### src/rx_cfg_consts.svh
// constants of the receiver output and requantizer configuration bank
// assumes inclusion by bare name from the package and the bank module
`ifndef RX_CFG_CONSTS_SVH
`define RX_CFG_CONSTS_SVH

// ==========================================
// channel count, serial frame layout and synchroniser depth
`define CHANNEL_COUNT 4
`define FRAME_INSTR_LAST 5'h0F
`define FRAME_DATA_FIRST 5'h10
`define FRAME_DATA_LAST 5'h17
`define FRAME_DONE 5'h18
`define INSTR_READ_BIT 15
`define SYNC_DEPTH 3

// ==========================================
// register offsets
`define REG_CHANNEL_INDEX 13'h0005
`define REG_OUTPUT_FORMAT 13'h0014
`define REG_OUTPUT_DRIVE 13'h0015
`define REG_CLOCK_PHASE 13'h0016
`define REG_CLOCK_DELAY 13'h0017
`define REG_REFERENCE_SELECT 13'h0018
`define REG_SIGNATURE_LOW 13'h0024
`define REG_SIGNATURE_HIGH 13'h0025
`define REG_SYNC_CONTROL 13'h003A
`define REG_REQUANT_CONTROL 13'h003C
`define REG_REQUANT_TUNING 13'h003E

// ==========================================
// writable bit masks, reserved bits are zero
`define MASK_CHANNEL_INDEX 8'h0F
`define MASK_OUTPUT_FORMAT 8'h17
`define MASK_OUTPUT_DRIVE 8'h0F
`define MASK_CLOCK_PHASE 8'h80
`define MASK_CLOCK_DELAY 8'h9F
`define MASK_REFERENCE_SELECT 8'h1F
`define MASK_SYNC_CONTROL 8'h03
`define MASK_REQUANT_CONTROL 8'h1F
`define MASK_REQUANT_TUNING 8'h3F

// ==========================================
// reset values
`define RST_CHANNEL_INDEX 8'h0F
`define RST_OUTPUT_DRIVE 8'h01
`define RST_REQUANT_TUNING 8'h1C
`define RST_ZERO 8'h00

// ==========================================
// field positions
`define BIT_MASTER_SYNC 0
`define BIT_DIVIDER_SYNC 1
`define BIT_REQUANT_ENABLE 0
`define BIT_PIN_DISABLE 4
`define BIT_CLOCK_INVERT 7
`define BIT_DELAY_ENABLE 7
`define MODE_MSB 3
`define MODE_LSB 1
`define TUNE_MSB 5
`define DELAY_CODE_MSB 4

// ==========================================
// requantizer modes, tuning word limits and step sizes
`define MODE_BW22 3'h0
`define MODE_BW33 3'h1
`define TUNE_COUNT_BW22 6'h39
`define TUNE_COUNT_BW33 6'h22
`define TUNE_STEP_PERMILLE 5
`define DELAY_STEP_PS 100

`endif

### src/rx_cfg_pkg.sv
// types of the receiver configuration bank
// assumes the constants header sits beside it
package rx_cfg_pkg;
`include "rx_cfg_consts.svh"

    // ==========================================
    // whole state of the bank
    typedef struct packed {
        logic [2:0] sclk_sync;  // serial clock synchroniser
        logic [2:0] csb_sync;  // chip select synchroniser
        logic [2:0] sdio_sync;  // data pin synchroniser
        logic [2:0] pulse_sync;  // external sync pulse synchroniser
        logic [2:0] pin_sync;  // passband width pin synchroniser
        logic sclk_f;  // filtered levels
        logic csb_n_f;
        logic sdio_f;
        logic pulse_f;
        logic pin_f;
        logic [4:0] bit_cnt;  // bits seen in the frame
        logic [15:0] shift_in;  // incoming bits
        logic [7:0] shift_out;  // outgoing read byte
        logic [12:0] addr;  // latched register address
        logic is_read;  // frame is a read
        logic sdio_out;  // data pin drive value
        logic sdio_oe;  // data pin drive enable
        logic [7:0] chan_index;  // channel select
        logic [7:0] ref_sel;  // global reference select
        logic [7:0] sync_ctl;  // global sync control
        logic [`CHANNEL_COUNT-1:0][7:0] fmt;  // per channel registers
        logic [`CHANNEL_COUNT-1:0][7:0] drive;
        logic [`CHANNEL_COUNT-1:0][7:0] phase;
        logic [`CHANNEL_COUNT-1:0][7:0] delay;
        logic [`CHANNEL_COUNT-1:0][7:0] rq_ctl;
        logic [`CHANNEL_COUNT-1:0][7:0] tune;
        logic [`CHANNEL_COUNT-1:0] rq_on;  // derived outputs
        logic [`CHANNEL_COUNT-1:0] tune_ok;
        logic [`CHANNEL_COUNT-1:0][5:0] delay_steps;
        logic div_sync;
    } bank_state_type;
endpackage

### src/rx_cfg_bank.sv
// register bank for output, reference, sync and requantizer configuration
// assumes a three wire serial port from the host, asynchronous to sys_clk_i
`timescale 1ns/100ps
`include "rx_cfg_consts.svh"

module rx_cfg_bank #(
    parameter int CHANNELS = `CHANNEL_COUNT
) (
    input wire logic sys_clk_i,
    input wire logic reset_i,
    input wire logic sclk_i,  // serial clock pin
    input wire logic csb_n_i,  // serial chip select, active low
    input wire logic sdio_i,  // serial data pin, input side
    output logic sdio_o,  // serial data pin, drive value
    output logic sdio_oe_o,  // serial data pin, drive enable
    input wire logic sync_pulse_i,  // external sync pin
    input wire logic passband_width_pin_i,  // requantizer enable pin
    input wire logic [CHANNELS-1:0][15:0] self_test_engine_signature_i,
    output logic divider_sync_o,  // gated pulse to the input clock divider
    output logic [7:0] reference_select_o,
    output logic [CHANNELS-1:0][7:0] output_format_o,
    output logic [CHANNELS-1:0][7:0] output_drive_o,
    output logic [CHANNELS-1:0] output_data_clock_invert_o,
    output logic [CHANNELS-1:0][5:0] output_data_clock_delay_steps_o,
    output logic [CHANNELS-1:0] noise_shaping_requantizer_on_o,
    output logic [CHANNELS-1:0][2:0] noise_shaping_requantizer_mode_o,
    output logic [CHANNELS-1:0][5:0] noise_shaping_requantizer_tuning_o,
    output logic [CHANNELS-1:0] noise_shaping_requantizer_tuning_ok_o
);

    // ==========================================
    // elaboration check, the packed state is sized by the shared channel count
    if (CHANNELS != `CHANNEL_COUNT) begin : g_bad_channels
        $error("channel count must match the package state layout");
    end

    // ==========================================
    // declarations
    rx_cfg_pkg::bank_state_type st_reg;  // registered state
    rx_cfg_pkg::bank_state_type st_next;  // next state
    logic sclk_next;  // filtered levels after this edge
    logic sdio_next;
    logic pulse_next;
    logic sclk_rise;  // serial clock edges
    logic sclk_fall;
    logic wr_fire;  // a write frame completes this cycle
    logic [7:0] wr_data;  // byte written
    logic [12:0] instr_addr;  // address of a finished instruction

    // ==========================================
    // helper functions

    // filter: a change counts once second and third stages agree
    function automatic logic filt(input logic [2:0] s, input logic f);
        filt = (s[1] == s[2]) ? s[2] : f;
    endfunction

    // writable bits of each register, zero for unmapped addresses
    function automatic logic [7:0] wmask(input logic [12:0] a);
        case (a)
            `REG_CHANNEL_INDEX: wmask = `MASK_CHANNEL_INDEX;
            `REG_OUTPUT_FORMAT: wmask = `MASK_OUTPUT_FORMAT;
            `REG_OUTPUT_DRIVE: wmask = `MASK_OUTPUT_DRIVE;
            `REG_CLOCK_PHASE: wmask = `MASK_CLOCK_PHASE;
            `REG_CLOCK_DELAY: wmask = `MASK_CLOCK_DELAY;
            `REG_REFERENCE_SELECT: wmask = `MASK_REFERENCE_SELECT;
            `REG_SYNC_CONTROL: wmask = `MASK_SYNC_CONTROL;
            `REG_REQUANT_CONTROL: wmask = `MASK_REQUANT_CONTROL;
            `REG_REQUANT_TUNING: wmask = `MASK_REQUANT_TUNING;
            default: wmask = `RST_ZERO;
        endcase
    endfunction

    // lowest selected channel answers local reads
    function automatic int first_chan(input logic [7:0] idx);
        first_chan = 0;
        for (int i = CHANNELS - 1; i >= 0; i--) begin
            if (idx[i]) begin
                first_chan = i;
            end
        end
    endfunction

    // read answer for an address
    function automatic logic [7:0] rd_value(
        input rx_cfg_pkg::bank_state_type s,
        input logic [12:0] a,
        input logic [CHANNELS-1:0][15:0] sig
    );
        int c;
        c = first_chan(s.chan_index);
        case (a)
            `REG_CHANNEL_INDEX: rd_value = s.chan_index;
            `REG_OUTPUT_FORMAT: rd_value = s.fmt[c];
            `REG_OUTPUT_DRIVE: rd_value = s.drive[c];
            `REG_CLOCK_PHASE: rd_value = s.phase[c];
            `REG_CLOCK_DELAY: rd_value = s.delay[c];
            `REG_REFERENCE_SELECT: rd_value = s.ref_sel;
            `REG_SIGNATURE_LOW: rd_value = sig[c][7:0];
            `REG_SIGNATURE_HIGH: rd_value = sig[c][15:8];
            `REG_SYNC_CONTROL: rd_value = s.sync_ctl;
            `REG_REQUANT_CONTROL: rd_value = s.rq_ctl[c];
            `REG_REQUANT_TUNING: rd_value = s.tune[c];
            default: rd_value = `RST_ZERO;
        endcase
    endfunction

    // tuning word validity per bandwidth mode
    function automatic logic tune_valid(input logic [7:0] ctl, input logic [7:0] tw);
        case (ctl[`MODE_MSB:`MODE_LSB])
            `MODE_BW22: tune_valid = (tw[`TUNE_MSB:0] < `TUNE_COUNT_BW22);
            `MODE_BW33: tune_valid = (tw[`TUNE_MSB:0] < `TUNE_COUNT_BW33);
            default: tune_valid = 1'b0;
        endcase
    endfunction

    // ==========================================
    // next state logic
    always_comb begin
        st_next = st_reg;
        // three stage synchronisers, first stage read only by the second
        st_next.sclk_sync = {st_reg.sclk_sync[1:0], sclk_i};
        st_next.csb_sync = {st_reg.csb_sync[1:0], csb_n_i};
        st_next.sdio_sync = {st_reg.sdio_sync[1:0], sdio_i};
        st_next.pulse_sync = {st_reg.pulse_sync[1:0], sync_pulse_i};
        st_next.pin_sync = {st_reg.pin_sync[1:0], passband_width_pin_i};
        sclk_next = filt(st_reg.sclk_sync, st_reg.sclk_f);
        sdio_next = filt(st_reg.sdio_sync, st_reg.sdio_f);
        pulse_next = filt(st_reg.pulse_sync, st_reg.pulse_f);
        st_next.sclk_f = sclk_next;
        st_next.sdio_f = sdio_next;
        st_next.pulse_f = pulse_next;
        st_next.csb_n_f = filt(st_reg.csb_sync, st_reg.csb_n_f);
        st_next.pin_f = filt(st_reg.pin_sync, st_reg.pin_f);
        sclk_rise = sclk_next & ~st_reg.sclk_f;
        sclk_fall = ~sclk_next & st_reg.sclk_f;
        wr_fire = 1'b0;
        wr_data = {st_reg.shift_in[6:0], sdio_next};
        instr_addr = {st_reg.shift_in[11:0], sdio_next};

        // serial frame: 16 bit instruction then one data byte
        if (st_reg.csb_n_f) begin
            // deselected, frame restarts and pin is released
            st_next.bit_cnt = 5'h00;
            st_next.sdio_oe = 1'b0;
            st_next.is_read = 1'b0;
        end else if (sclk_rise && st_reg.bit_cnt != `FRAME_DONE) begin
            // sample on rising edge
            st_next.shift_in = {st_reg.shift_in[14:0], sdio_next};
            st_next.bit_cnt = st_reg.bit_cnt + 5'h01;
            if (st_reg.bit_cnt == `FRAME_INSTR_LAST) begin
                // instruction complete, latch address and read data
                st_next.is_read = st_reg.shift_in[`INSTR_READ_BIT - 1];
                st_next.addr = instr_addr;
                st_next.shift_out = rd_value(st_reg, instr_addr, self_test_engine_signature_i);
            end else if (st_reg.bit_cnt == `FRAME_DATA_LAST && !st_reg.is_read) begin
                wr_fire = 1'b1;
            end
        end else if (sclk_fall && st_reg.is_read && st_reg.bit_cnt >= `FRAME_DATA_FIRST
                     && st_reg.bit_cnt <= `FRAME_DATA_LAST) begin
            // drive read data on falling edge, msb first
            st_next.sdio_out = st_reg.shift_out[7];
            st_next.shift_out = {st_reg.shift_out[6:0], 1'b0};
            st_next.sdio_oe = 1'b1;
        end

        // register write, reserved bits forced to zero
        if (wr_fire) begin
            case (st_reg.addr)
                `REG_CHANNEL_INDEX: st_next.chan_index = wr_data & wmask(st_reg.addr);
                `REG_REFERENCE_SELECT: st_next.ref_sel = wr_data & wmask(st_reg.addr);
                `REG_SYNC_CONTROL: st_next.sync_ctl = wr_data & wmask(st_reg.addr);
                default: begin
                    // local registers, only indexed channels take the write
                    for (int c = 0; c < CHANNELS; c++) begin
                        if (st_reg.chan_index[c]) begin
                            case (st_reg.addr)
                                `REG_OUTPUT_FORMAT: st_next.fmt[c] = wr_data & wmask(st_reg.addr);
                                `REG_OUTPUT_DRIVE: st_next.drive[c] = wr_data & wmask(st_reg.addr);
                                `REG_CLOCK_PHASE: st_next.phase[c] = wr_data & wmask(st_reg.addr);
                                `REG_CLOCK_DELAY: st_next.delay[c] = wr_data & wmask(st_reg.addr);
                                `REG_REQUANT_CONTROL: begin
                                    st_next.rq_ctl[c] = wr_data & wmask(st_reg.addr);
                                end
                                `REG_REQUANT_TUNING: begin
                                    st_next.tune[c] = wr_data & wmask(st_reg.addr);
                                end
                                default: begin
                                    // signature and unmapped addresses ignore writes
                                    st_next.fmt[c] = st_reg.fmt[c];
                                end
                            endcase
                        end
                    end
                end
            endcase
        end

        // per channel derived outputs
        for (int c = 0; c < CHANNELS; c++) begin
            // pin decides unless the pin disable bit is set
            st_next.rq_on[c] = st_reg.rq_ctl[c][`BIT_PIN_DISABLE]
                ? st_reg.rq_ctl[c][`BIT_REQUANT_ENABLE] : st_reg.pin_f;
            // word index counts half percent steps of the sample rate
            st_next.tune_ok[c] = tune_valid(st_reg.rq_ctl[c], st_reg.tune[c]);
            // code n adds n+1 steps of 100 ps when enabled
            st_next.delay_steps[c] = st_reg.delay[c][`BIT_DELAY_ENABLE]
                ? 6'({1'b0, st_reg.delay[c][`DELAY_CODE_MSB:0]} + 6'h01) : 6'h00;
        end

        // divider sync only on a pulse with both sync bits set
        st_next.div_sync = pulse_next & ~st_reg.pulse_f
            & st_reg.sync_ctl[`BIT_DIVIDER_SYNC]
            & st_reg.sync_ctl[`BIT_MASTER_SYNC];
    end

    // ==========================================
    // state register
    always_ff @(posedge sys_clk_i or posedge reset_i) begin
        if (reset_i) begin
            st_reg <= '0;
            st_reg.sclk_sync <= 3'h0;
            st_reg.csb_sync <= 3'h7;  // idle deselected
            st_reg.csb_n_f <= 1'b1;
            st_reg.chan_index <= `RST_CHANNEL_INDEX;
            for (int c = 0; c < CHANNELS; c++) begin
                st_reg.drive[c] <= `RST_OUTPUT_DRIVE;
                st_reg.tune[c] <= `RST_REQUANT_TUNING;
                st_reg.tune_ok[c] <= 1'b1;  // reset word is valid in mode 000
            end
        end else begin
            st_reg <= st_next;
        end
    end

    // ==========================================
    // outputs straight from state flip-flops
    assign sdio_o = st_reg.sdio_out;
    assign sdio_oe_o = st_reg.sdio_oe;
    assign divider_sync_o = st_reg.div_sync;
    assign reference_select_o = st_reg.ref_sel;
    assign output_format_o = st_reg.fmt;
    assign output_drive_o = st_reg.drive;
    assign output_data_clock_delay_steps_o = st_reg.delay_steps;
    assign noise_shaping_requantizer_on_o = st_reg.rq_on;
    assign noise_shaping_requantizer_tuning_ok_o = st_reg.tune_ok;
    genvar g;
    generate
        for (g = 0; g < CHANNELS; g++) begin : g_chan
            // polarity invert bit per channel
            assign output_data_clock_invert_o[g] = st_reg.phase[g][`BIT_CLOCK_INVERT];
            assign noise_shaping_requantizer_mode_o[g] = st_reg.rq_ctl[g][`MODE_MSB:`MODE_LSB];
            assign noise_shaping_requantizer_tuning_o[g] = st_reg.tune[g][`TUNE_MSB:0];
        end
    endgenerate
endmodule

### config.mk
export PLATFORM = sky130hd
export DESIGN_NAME = rx_cfg_bank
export DESIGN_NICKNAME = d
export VERILOG_FILES = /design/src/rx_cfg_pkg.sv /design/src/rx_cfg_bank.sv
export VERILOG_INCLUDE_DIRS = /design/src /design/src/src
export SDC_FILE = /design/constraint.sdc
export NUM_CORES = 1
export LEC_CHECK = 0
export BUFFER_PORTS_ARGS = -buffer_cell sky130_fd_sc_hd__buf_2
export CELL_PAD_IN_SITES_DETAIL_PLACEMENT = 0
export CELL_PAD_IN_SITES_GLOBAL_PLACEMENT = 1
export CORE_MARGIN = 2
export CORE_UTILIZATION = 44
export CTS_CLUSTER_SIZE = 16
export DETAILED_ROUTE_END_ITERATION = 8
export GPL_TIMING_DRIVEN = 0
export PLACE_DENSITY = 0.81
export SLEW_MARGIN = 0
export SYNTH_ARGS = -nofsm -noshare
export SYNTH_HDL_FRONTEND = slang
export SYNTH_SLANG_ARGS = --single-unit
### constraint.sdc
create_clock -name sys_clk_i -period 8.75 [get_ports sys_clk_i]
set_input_delay 1.75 -clock sys_clk_i [delete_from_list [all_inputs] [get_ports sys_clk_i]]
set_output_delay 1.75 -clock sys_clk_i [all_outputs]
set_load 0.005 [all_outputs]
==> out/results.ini, run 1 <==
[outcome]
status=finished clean

[grt]
track_usage_pct=26.9
grt_start_max_net_pins=115
gr-total-overflow=0
antenna_found_initial=1
grt_pass1_vias=8702
grt_pass1_wl_mm=54.2

[drt]
routedWlPerCell_um=22.2
drc=0
firstDrtPassIters=5
post_drt_via_cell_ratio=5.59
vias=9298
drt_iter0_markers=975
drt_wl_total_mm=36.9
route.antenna.remaining_nets=0

[clock_tree]
worstSkewPairLatency_ps=530
clockBufferDepth=3
holdBufCountCts=0
htree_levels=1
cts_made_buffers=24
clock_sinks=212
cts_resized=0
postCtsSetupBuffers=0
cts_tree=built
clk_pin_slew_ps=60
root_buffer=clkbuf_16

[synth]
synthArstFlopShare_pct=100
postSynthAreaPerCell_um2=10.7
synth.distinct_cells=79
synth-edff-count=0
syn_area_um2=11400
yosysSeqAreaShare_pct=46.7
synth-main-ff-cell=dfrtp_1
syn_inst=1067
ys_ff_latch=212
ys_warn_count=0

[timing]
worst_pin_slew_ps=1020
fin_tns_setup_ps=0
relSlewSlack_pct=31.4
clock-skew-final_ps=26.8
fmax_mhz=254
finalCritPeriodShare_pct=45.0
period_needed_ps=3940
rsz0062_at_grt=no
setup_viol=0
slew_violations=0
hold_viol=0

[finish]
final_cell_mix=dfrtp_1, buf_2, buf_4
drive_gt1_share_pct=42.2
largest_reg_flops=78
num-nets-final=1388
final_common_cell=dfrtp_1
antenna_cells=0
final_cells=1663
syn2layout_area_growth_pct=20.4

[job]
maxCapViolations=0

[setup_path]
cp-start-kind=flip-flop
r2r_end=st_reg[268]
r2r_slack_ps=4810
worst_r2r_startpoint=st_reg[242]
arrival_ps=4300
crit_required_ps=9110
crit_path_end_kind=flip-flop
worst-path-max-fanout=10
critical_path_class=reg -> reg
r2r_cells=8

[placed_design]
dp_cells=1619
io_buffers=182
gp_congestion=0.975
dp_hpwl_mm=26.8

[floorplan]
die_h_um=165
num_io_pins=218
initial_core_util_pct=44.4
row_count=59
dieArea_um2=27300
die_w_um=165
core_area_um2=25800

[hold_path]
worstHoldStart=st_next[300]
worstHoldPathCells=0
hold_path_class=reg -> reg
min_to=st_next[301]

[power]
powerDensity_nw_per_um2=176
p_leak_nw=6.84
max-vdd-ir-drop_mv=0.0955

[synth_stat cells, types with 4 or more instances]
cell | number | share of area, %
o22ai_1 | 11 | 0.60
nand4_1 | 10 | 0.55
a21o_1 | 6 | 0.39
buf_1 | 7 | 0.23
nand2_2 | 4 | 0.22
nand3_1 | 22 | 0.96
nand4b_1 | 4 | 0.31
xnor2_1 | 9 | 0.69
nand3_2 | 4 | 0.35
dfrtp_1 | 184 | 40
nor2b_1 | 8 | 0.44
a21oi_1 | 30 | 1.3
a311oi_1 | 4 | 0.31
nand2b_1 | 4 | 0.22
o32ai_1 | 4 | 0.31
nor2_1 | 59 | 1.9
nor3b_1 | 5 | 0.33
nand2_1 | 69 | 2.3
a211oi_1 | 7 | 0.46
a22o_1 | 6 | 0.46
xor2_1 | 7 | 0.54
o21ai_0 | 26 | 1.1
nand3b_1 | 8 | 0.53
o31ai_1 | 5 | 0.33
o211ai_1 | 4 | 0.26
dfstp_2 | 28 | 6.4
inv_1 | 31 | 1.0
or4_1 | 4 | 0.26
or4bb_1 | 5 | 0.49
ha_1 | 7 | 0.77
nor3_1 | 7 | 0.31
nor4_1 | 5 | 0.27
a22oi_1 | 15 | 0.98
buf_4 | 144 | 9.4
a221oi_1 | 11 | 0.84
a31oi_1 | 10 | 0.55
mux2_2 | 141 | 14
and2_1 | 16 | 0.88
a221o_1 | 13 | 1.1
o2111ai_1 | 5 | 0.38
and3_1 | 5 | 0.27
clkbuf_1 | 51 | 1.7
[stage by stage]
stage | utilization [%] | worst slack [ps] | hold slack (ps) | area [um2] | power, mW
floorplan | - | 1250 | 331 | 11600 | 1.23
global placement | 50.1 | -1010 | 333 | 12900 | 1.38
detailed placement | 50.2 | 5140 | 335 | 12900 | 1.38
CTS | 53.4 | 5110 | 348 | 13800 | 2.43
global route | 53.4 | 4880 | 358 | 13800 | 2.50
finish | 53.4 | 4810 | 347 | 13800 | 2.42
[routing by layer]
layer	up-vias	wire length, um	track usage, %
met5	-	0	0
met4	0	1310	9.49
met3	101	3620	6.52
met2	528	16300	41.1
met1	4532	15700	37.3
li1	4137	-	-
[critical path: stages (launching register included)]
cell and delay (ps):
dfstp_2 570, clkbuf_1 390, clkbuf_1 630, buf_1 720, a21oi_1 150, a22oi_1 250, o22ai_1 150, a2111oi_0 770
o21ai_1 130
[worst max-delay path by stage]
stage                            from  cells past startpoint  slack, ps        endpoint
after global placement        reset_i                      2      -1010     st_reg[307]
after detailed placement  st_reg[242]                      8       5140     st_reg[268]
after floorplan               reset_i                      1       1250  divider_sync_o
after global routing      st_reg[242]                      8       4880     st_reg[268]
final                     st_reg[242]                      8       4810     st_reg[268]
after CTS                 st_reg[242]                      8       5110     st_reg[268]
[power by group]
| group | internal [mW] | total (mW) | switching, mW |
|---|---|---|---|
| logic | 0.0945 | 0.346 | 0.252 |
| registers | 1.01 | 1.03 | 0.0233 |
| clock network | 0.641 | 1.04 | 0.403 |
[layout make-up]
class | count | area (um2)
sequential | 212 | 5340
fill | 2330 | 12000
multi-input combinational | 653 | 4790
tap | 335 | 419
clock inverter | 8 | 98.8
timing repair buffer | 183 | 938
inverter | 32 | 128
buffer | 204 | 1320
clock buffer | 36 | 737
[kinds of logic after synthesis]
group | after synthesis | synth area share, %
flip-flops | 212 | 46.7
buffers and inverters | 236 | 12.5
multiplexers | 144 | 14.1
other | 1 | 0.0328
adder cells (fa/ha/maj) | 10 | 1.03
AND/OR/NAND/NOR | 265 | 13.0
AO/OA/AOI/OAI | 183 | 11.4
XOR/XNOR | 16 | 1.23
(Power assumes the default switching activity.)
==> run 2: changes to the inputs <==
Settings changed: ABC_AREA set to 1, CORE_UTILIZATION 44 to 41.
Clock period 8.75 ns to 3.63 ns, I/O delays scaled along.
==> run 2 against run 1 <==
Against the previous run: via count grew 15%; utilization shrank 3.3 points; register-to-register slack lost 3900 ps; combinational power grew 59%; count of clock-buffer cells in the layout grew 3; final area grew 1.5%; clock skew shrank 6.1 ps; total power grew 120%; flip-flop and latch count is the same; area after synthesis grew 1.6%; sequential power grew 140%; maximum frequency grew 47%; largest power group is now sequential cells.
==> out/results.ini, run 2 <==
[placed_design]
dp_hpwl_mm=28.8  ; +7.2%
gp_congestion=0.939  ; -3.7%
place_area_um2=13200  ; +2.3%
place_ws_ps=1010  ; -4140 ps
io_buffers=182  ; unchanged

[synth]
syn_inst=1500  ; +41%
synth_xor_area_share_pct=0.151  ; -1.1 points
synthArstFlopShare_pct=100  ; unchanged
muxShareOfSynthArea_pct=0  ; -14 points
syn_area_um2=11600  ; +1.6%
yosys-top-cells-area=dfrtp_1, nand2_1, buf_4
synth-main-ff-cell=dfrtp_1
yosys.area.top_type=dfrtp_1
synthAdderAreaFrac_pct=1.01  ; -0.016 points
synth.distinct_cells=42  ; -47%
synth.most_common_cell=nand2_1
synthSimpleGateAreaFrac_pct=25.7  ; +13 points
yosysSeqAreaShare_pct=46.0  ; -0.72 points
synth_compound_gate_area_share_pct=11.3  ; -0.10 points
synth_top_area_share_pct=39.6  ; -0.62 points
ys_top_cells_by_count=nand2_1, dfrtp_1, o21ai_0
synth-edff-count=0  ; unchanged
postSynthAreaPerCell_um2=7.75  ; -28%
synth_top_family_by_area=simple AND/OR/NAND/NOR gates
ys_ff_latch=212  ; unchanged
ys_warn_count=0  ; unchanged

[setup_path]
cp-startpoint=st_reg[244]
arrival_ps=3120  ; -1180 ps
crit_path_cell_trace=nor2_1 > nor2_2 > clkbuf_1 > o21ai_0 > o22ai_1 > nand2_1 > nand3_1 > nand2_1 > a21oi_1
crit_path_end_kind=flip-flop
worst_r2r_startpoint=st_reg[244]
cp_slowest_stage_delay_ps=590  ; -180 ps
crit_top_cell=nand2_1
cpMaxStageDelayCell=dfstp_2
critical_path_class=reg -> reg
r2r_cells=9  ; +1
critPathCapture=st_reg[270]
r2r_end=st_reg[270]
crit_required_ps=4080  ; -5030 ps
cp-start-kind=flip-flop
worst-path-max-fanout=10  ; unchanged
r2r_slack_ps=960  ; -3860 ps

[timing]
fmax_mhz=374  ; +47%
clock-skew-final_ps=20.7  ; -6.06 ps
worst_pin_slew_ps=993  ; -31.6 ps
finalCritPeriodShare_pct=73.6  ; +29 points
slew_violations=0  ; unchanged
relSlewSlack_pct=33.8  ; +2.4 points
setup_viol=0  ; unchanged
fin_hold_ws_ps=302  ; -45.2 ps
hold_viol=0  ; unchanged
period_needed_ps=2670  ; -1260 ps
fin_tns_setup_ps=0  ; unchanged
rsz0062_at_grt=no
final.setup.worst_slack_ps=957  ; -3860 ps

[drt]
drt_iter0_markers=952  ; -2.4%
firstDrtPassIters=7  ; +2
routedWlPerCell_um=17.9  ; -20%
drt_wl_total_mm=38.3  ; +3.7%
vias=10685  ; +15%
drc=0  ; unchanged
route.antenna.remaining_nets=0  ; unchanged
post_drt_via_cell_ratio=4.99  ; -11%

[finish]
syn2layout_area_growth_pct=20.3  ; about the same
num-nets-final=1825  ; +31%
largest_reg_flops=78  ; unchanged
final_cell_mix=nand2_1, buf_2, dfrtp_1
final_cell_area_um2=14000  ; +1.5%
final_common_cell=nand2_1
drive_gt1_share_pct=26.5  ; -16 points
antenna_cells=0  ; unchanged

[clock_tree]
root_buffer=clkbuf_16
cts_resized=0  ; unchanged
cts_tree=built
htree_levels=1  ; unchanged
holdBufCountCts=0  ; unchanged
clockBufferDepth=3  ; unchanged
worstSkewPairLatency_ps=530  ; about the same
cts_made_buffers=24  ; unchanged
clk_pin_slew_ps=60  ; about the same
postCtsSetupBuffers=0  ; unchanged
clock_sinks=212  ; unchanged

[floorplan]
row_count=61  ; +3.4%
core_area_um2=27900  ; +8.1%
num_io_pins=218  ; unchanged
die_w_um=172  ; +4.3%
die_h_um=172  ; +4.3%
initial_core_util_pct=41.7  ; -2.7 points
dieArea_um2=29700  ; +8.8%

[grt]
grt_pass1_wl_mm=57.3  ; +5.7%
met2_usage_pct=40.8  ; -0.32 points
met3_usage_pct=4.21  ; -2.3 points
grt_start_max_net_pins=45  ; -61%
grtUsageMet1_pct=35.4  ; -2.0 points
grt_pass1_vias=9889  ; +14%
antenna_found_initial=0  ; -1
gr-total-overflow=0  ; unchanged
track_usage_pct=25.7  ; -1.2 points
top_usage_layer=met2

[power]
powerDensity_nw_per_um2=377  ; +110%
totalPowerFinal_mw=5.27  ; +120%
p_leak_nw=7.27  ; +6.4%
max-vdd-ir-drop_mv=0.338  ; +250%

[outcome]
status=finished clean

[hold_path]
hold_path_class=in -> async

[job]
maxCapViolations=0  ; unchanged

==> run 2: changes by cell type after synthesis, moves of 13 or more <==
cell and change:
nand3_1 +76, clkbuf_1 -28, o21ai_0 +141, nor3_1 +14
mux2_2 -141, buf_2 +16, o21ai_1 +25, and2_1 -16
nand2_1 +340, inv_1 +103, nor2_1 +51, a221o_1 -13
a22oi_1 -15
==> run 2: how the worst min path moves through the flow <==
stage            startpoint  slack, ps        endpoint  cells past startpoint
3_3_place_gp   st_next[312]        330    st_next[313]                      0
3_5_place_dp   st_next[303]        340    st_next[304]                      0
5_1_grt             csb_n_i        300    st_next[309]                      1
6_report            reset_i        300  instr_addr[12]                      2
2_1_floorplan  st_next[300]        330    st_next[301]                      0
4_1_cts             csb_n_i        290    st_next[309]                      1
==> run 2: per-layer routing <==
layer,share of wire [%],wire length (um),vias up
met1,43,16600,5007
li1,-,-,5138
met2,45,17200,457
met4,3.8,1460,0
met5,0,0,-
met3,7.9,3020,83
==> run 2: worst max-delay path, delay by kind of cell (launching register included) <==
kind                   cells  cell delay (ps)
buffers and inverters      1              570
AOI/OAI and AO/OA          3              760
DFF                        1              590
and+or+nand+nor            5              670
==> run 2: area by class of cell <==
type | count | area, um2
buffer | 189 | 1290
clock buffer | 39 | 707
clock inverter | 5 | 36.3
fill | 2777 | 13900
inverter | 149 | 563
multi-input combinational | 984 | 4560
sequential | 212 | 5340
tap | 378 | 473
timing repair buffer | 187 | 1010
==> run 2: kinds of logic after synthesis <==
group	count (synthesis)
other cells	1
simple gates	688
buf+inv	338
flops	212
xor+xnor	2
fa+ha+maj	10
compound gates	249
==> run 2: stage by stage <==
stage          util (%)  instances
3_5_place_dp       47.5       2099
2_1_floorplan         -       1534
6_report           50.2       2143
5_1_grt            50.2       2143
3_3_place_gp       47.1       2094
4_1_cts            50.2       2143
==> run 2: where the power goes <==
| part | switching (mW) | internal (mW) |
|---|---|---|
| clock | 0.961 | 1.33 |
| sequential | 0.0253 | 2.41 |
| combinational | 0.415 | 0.134 |
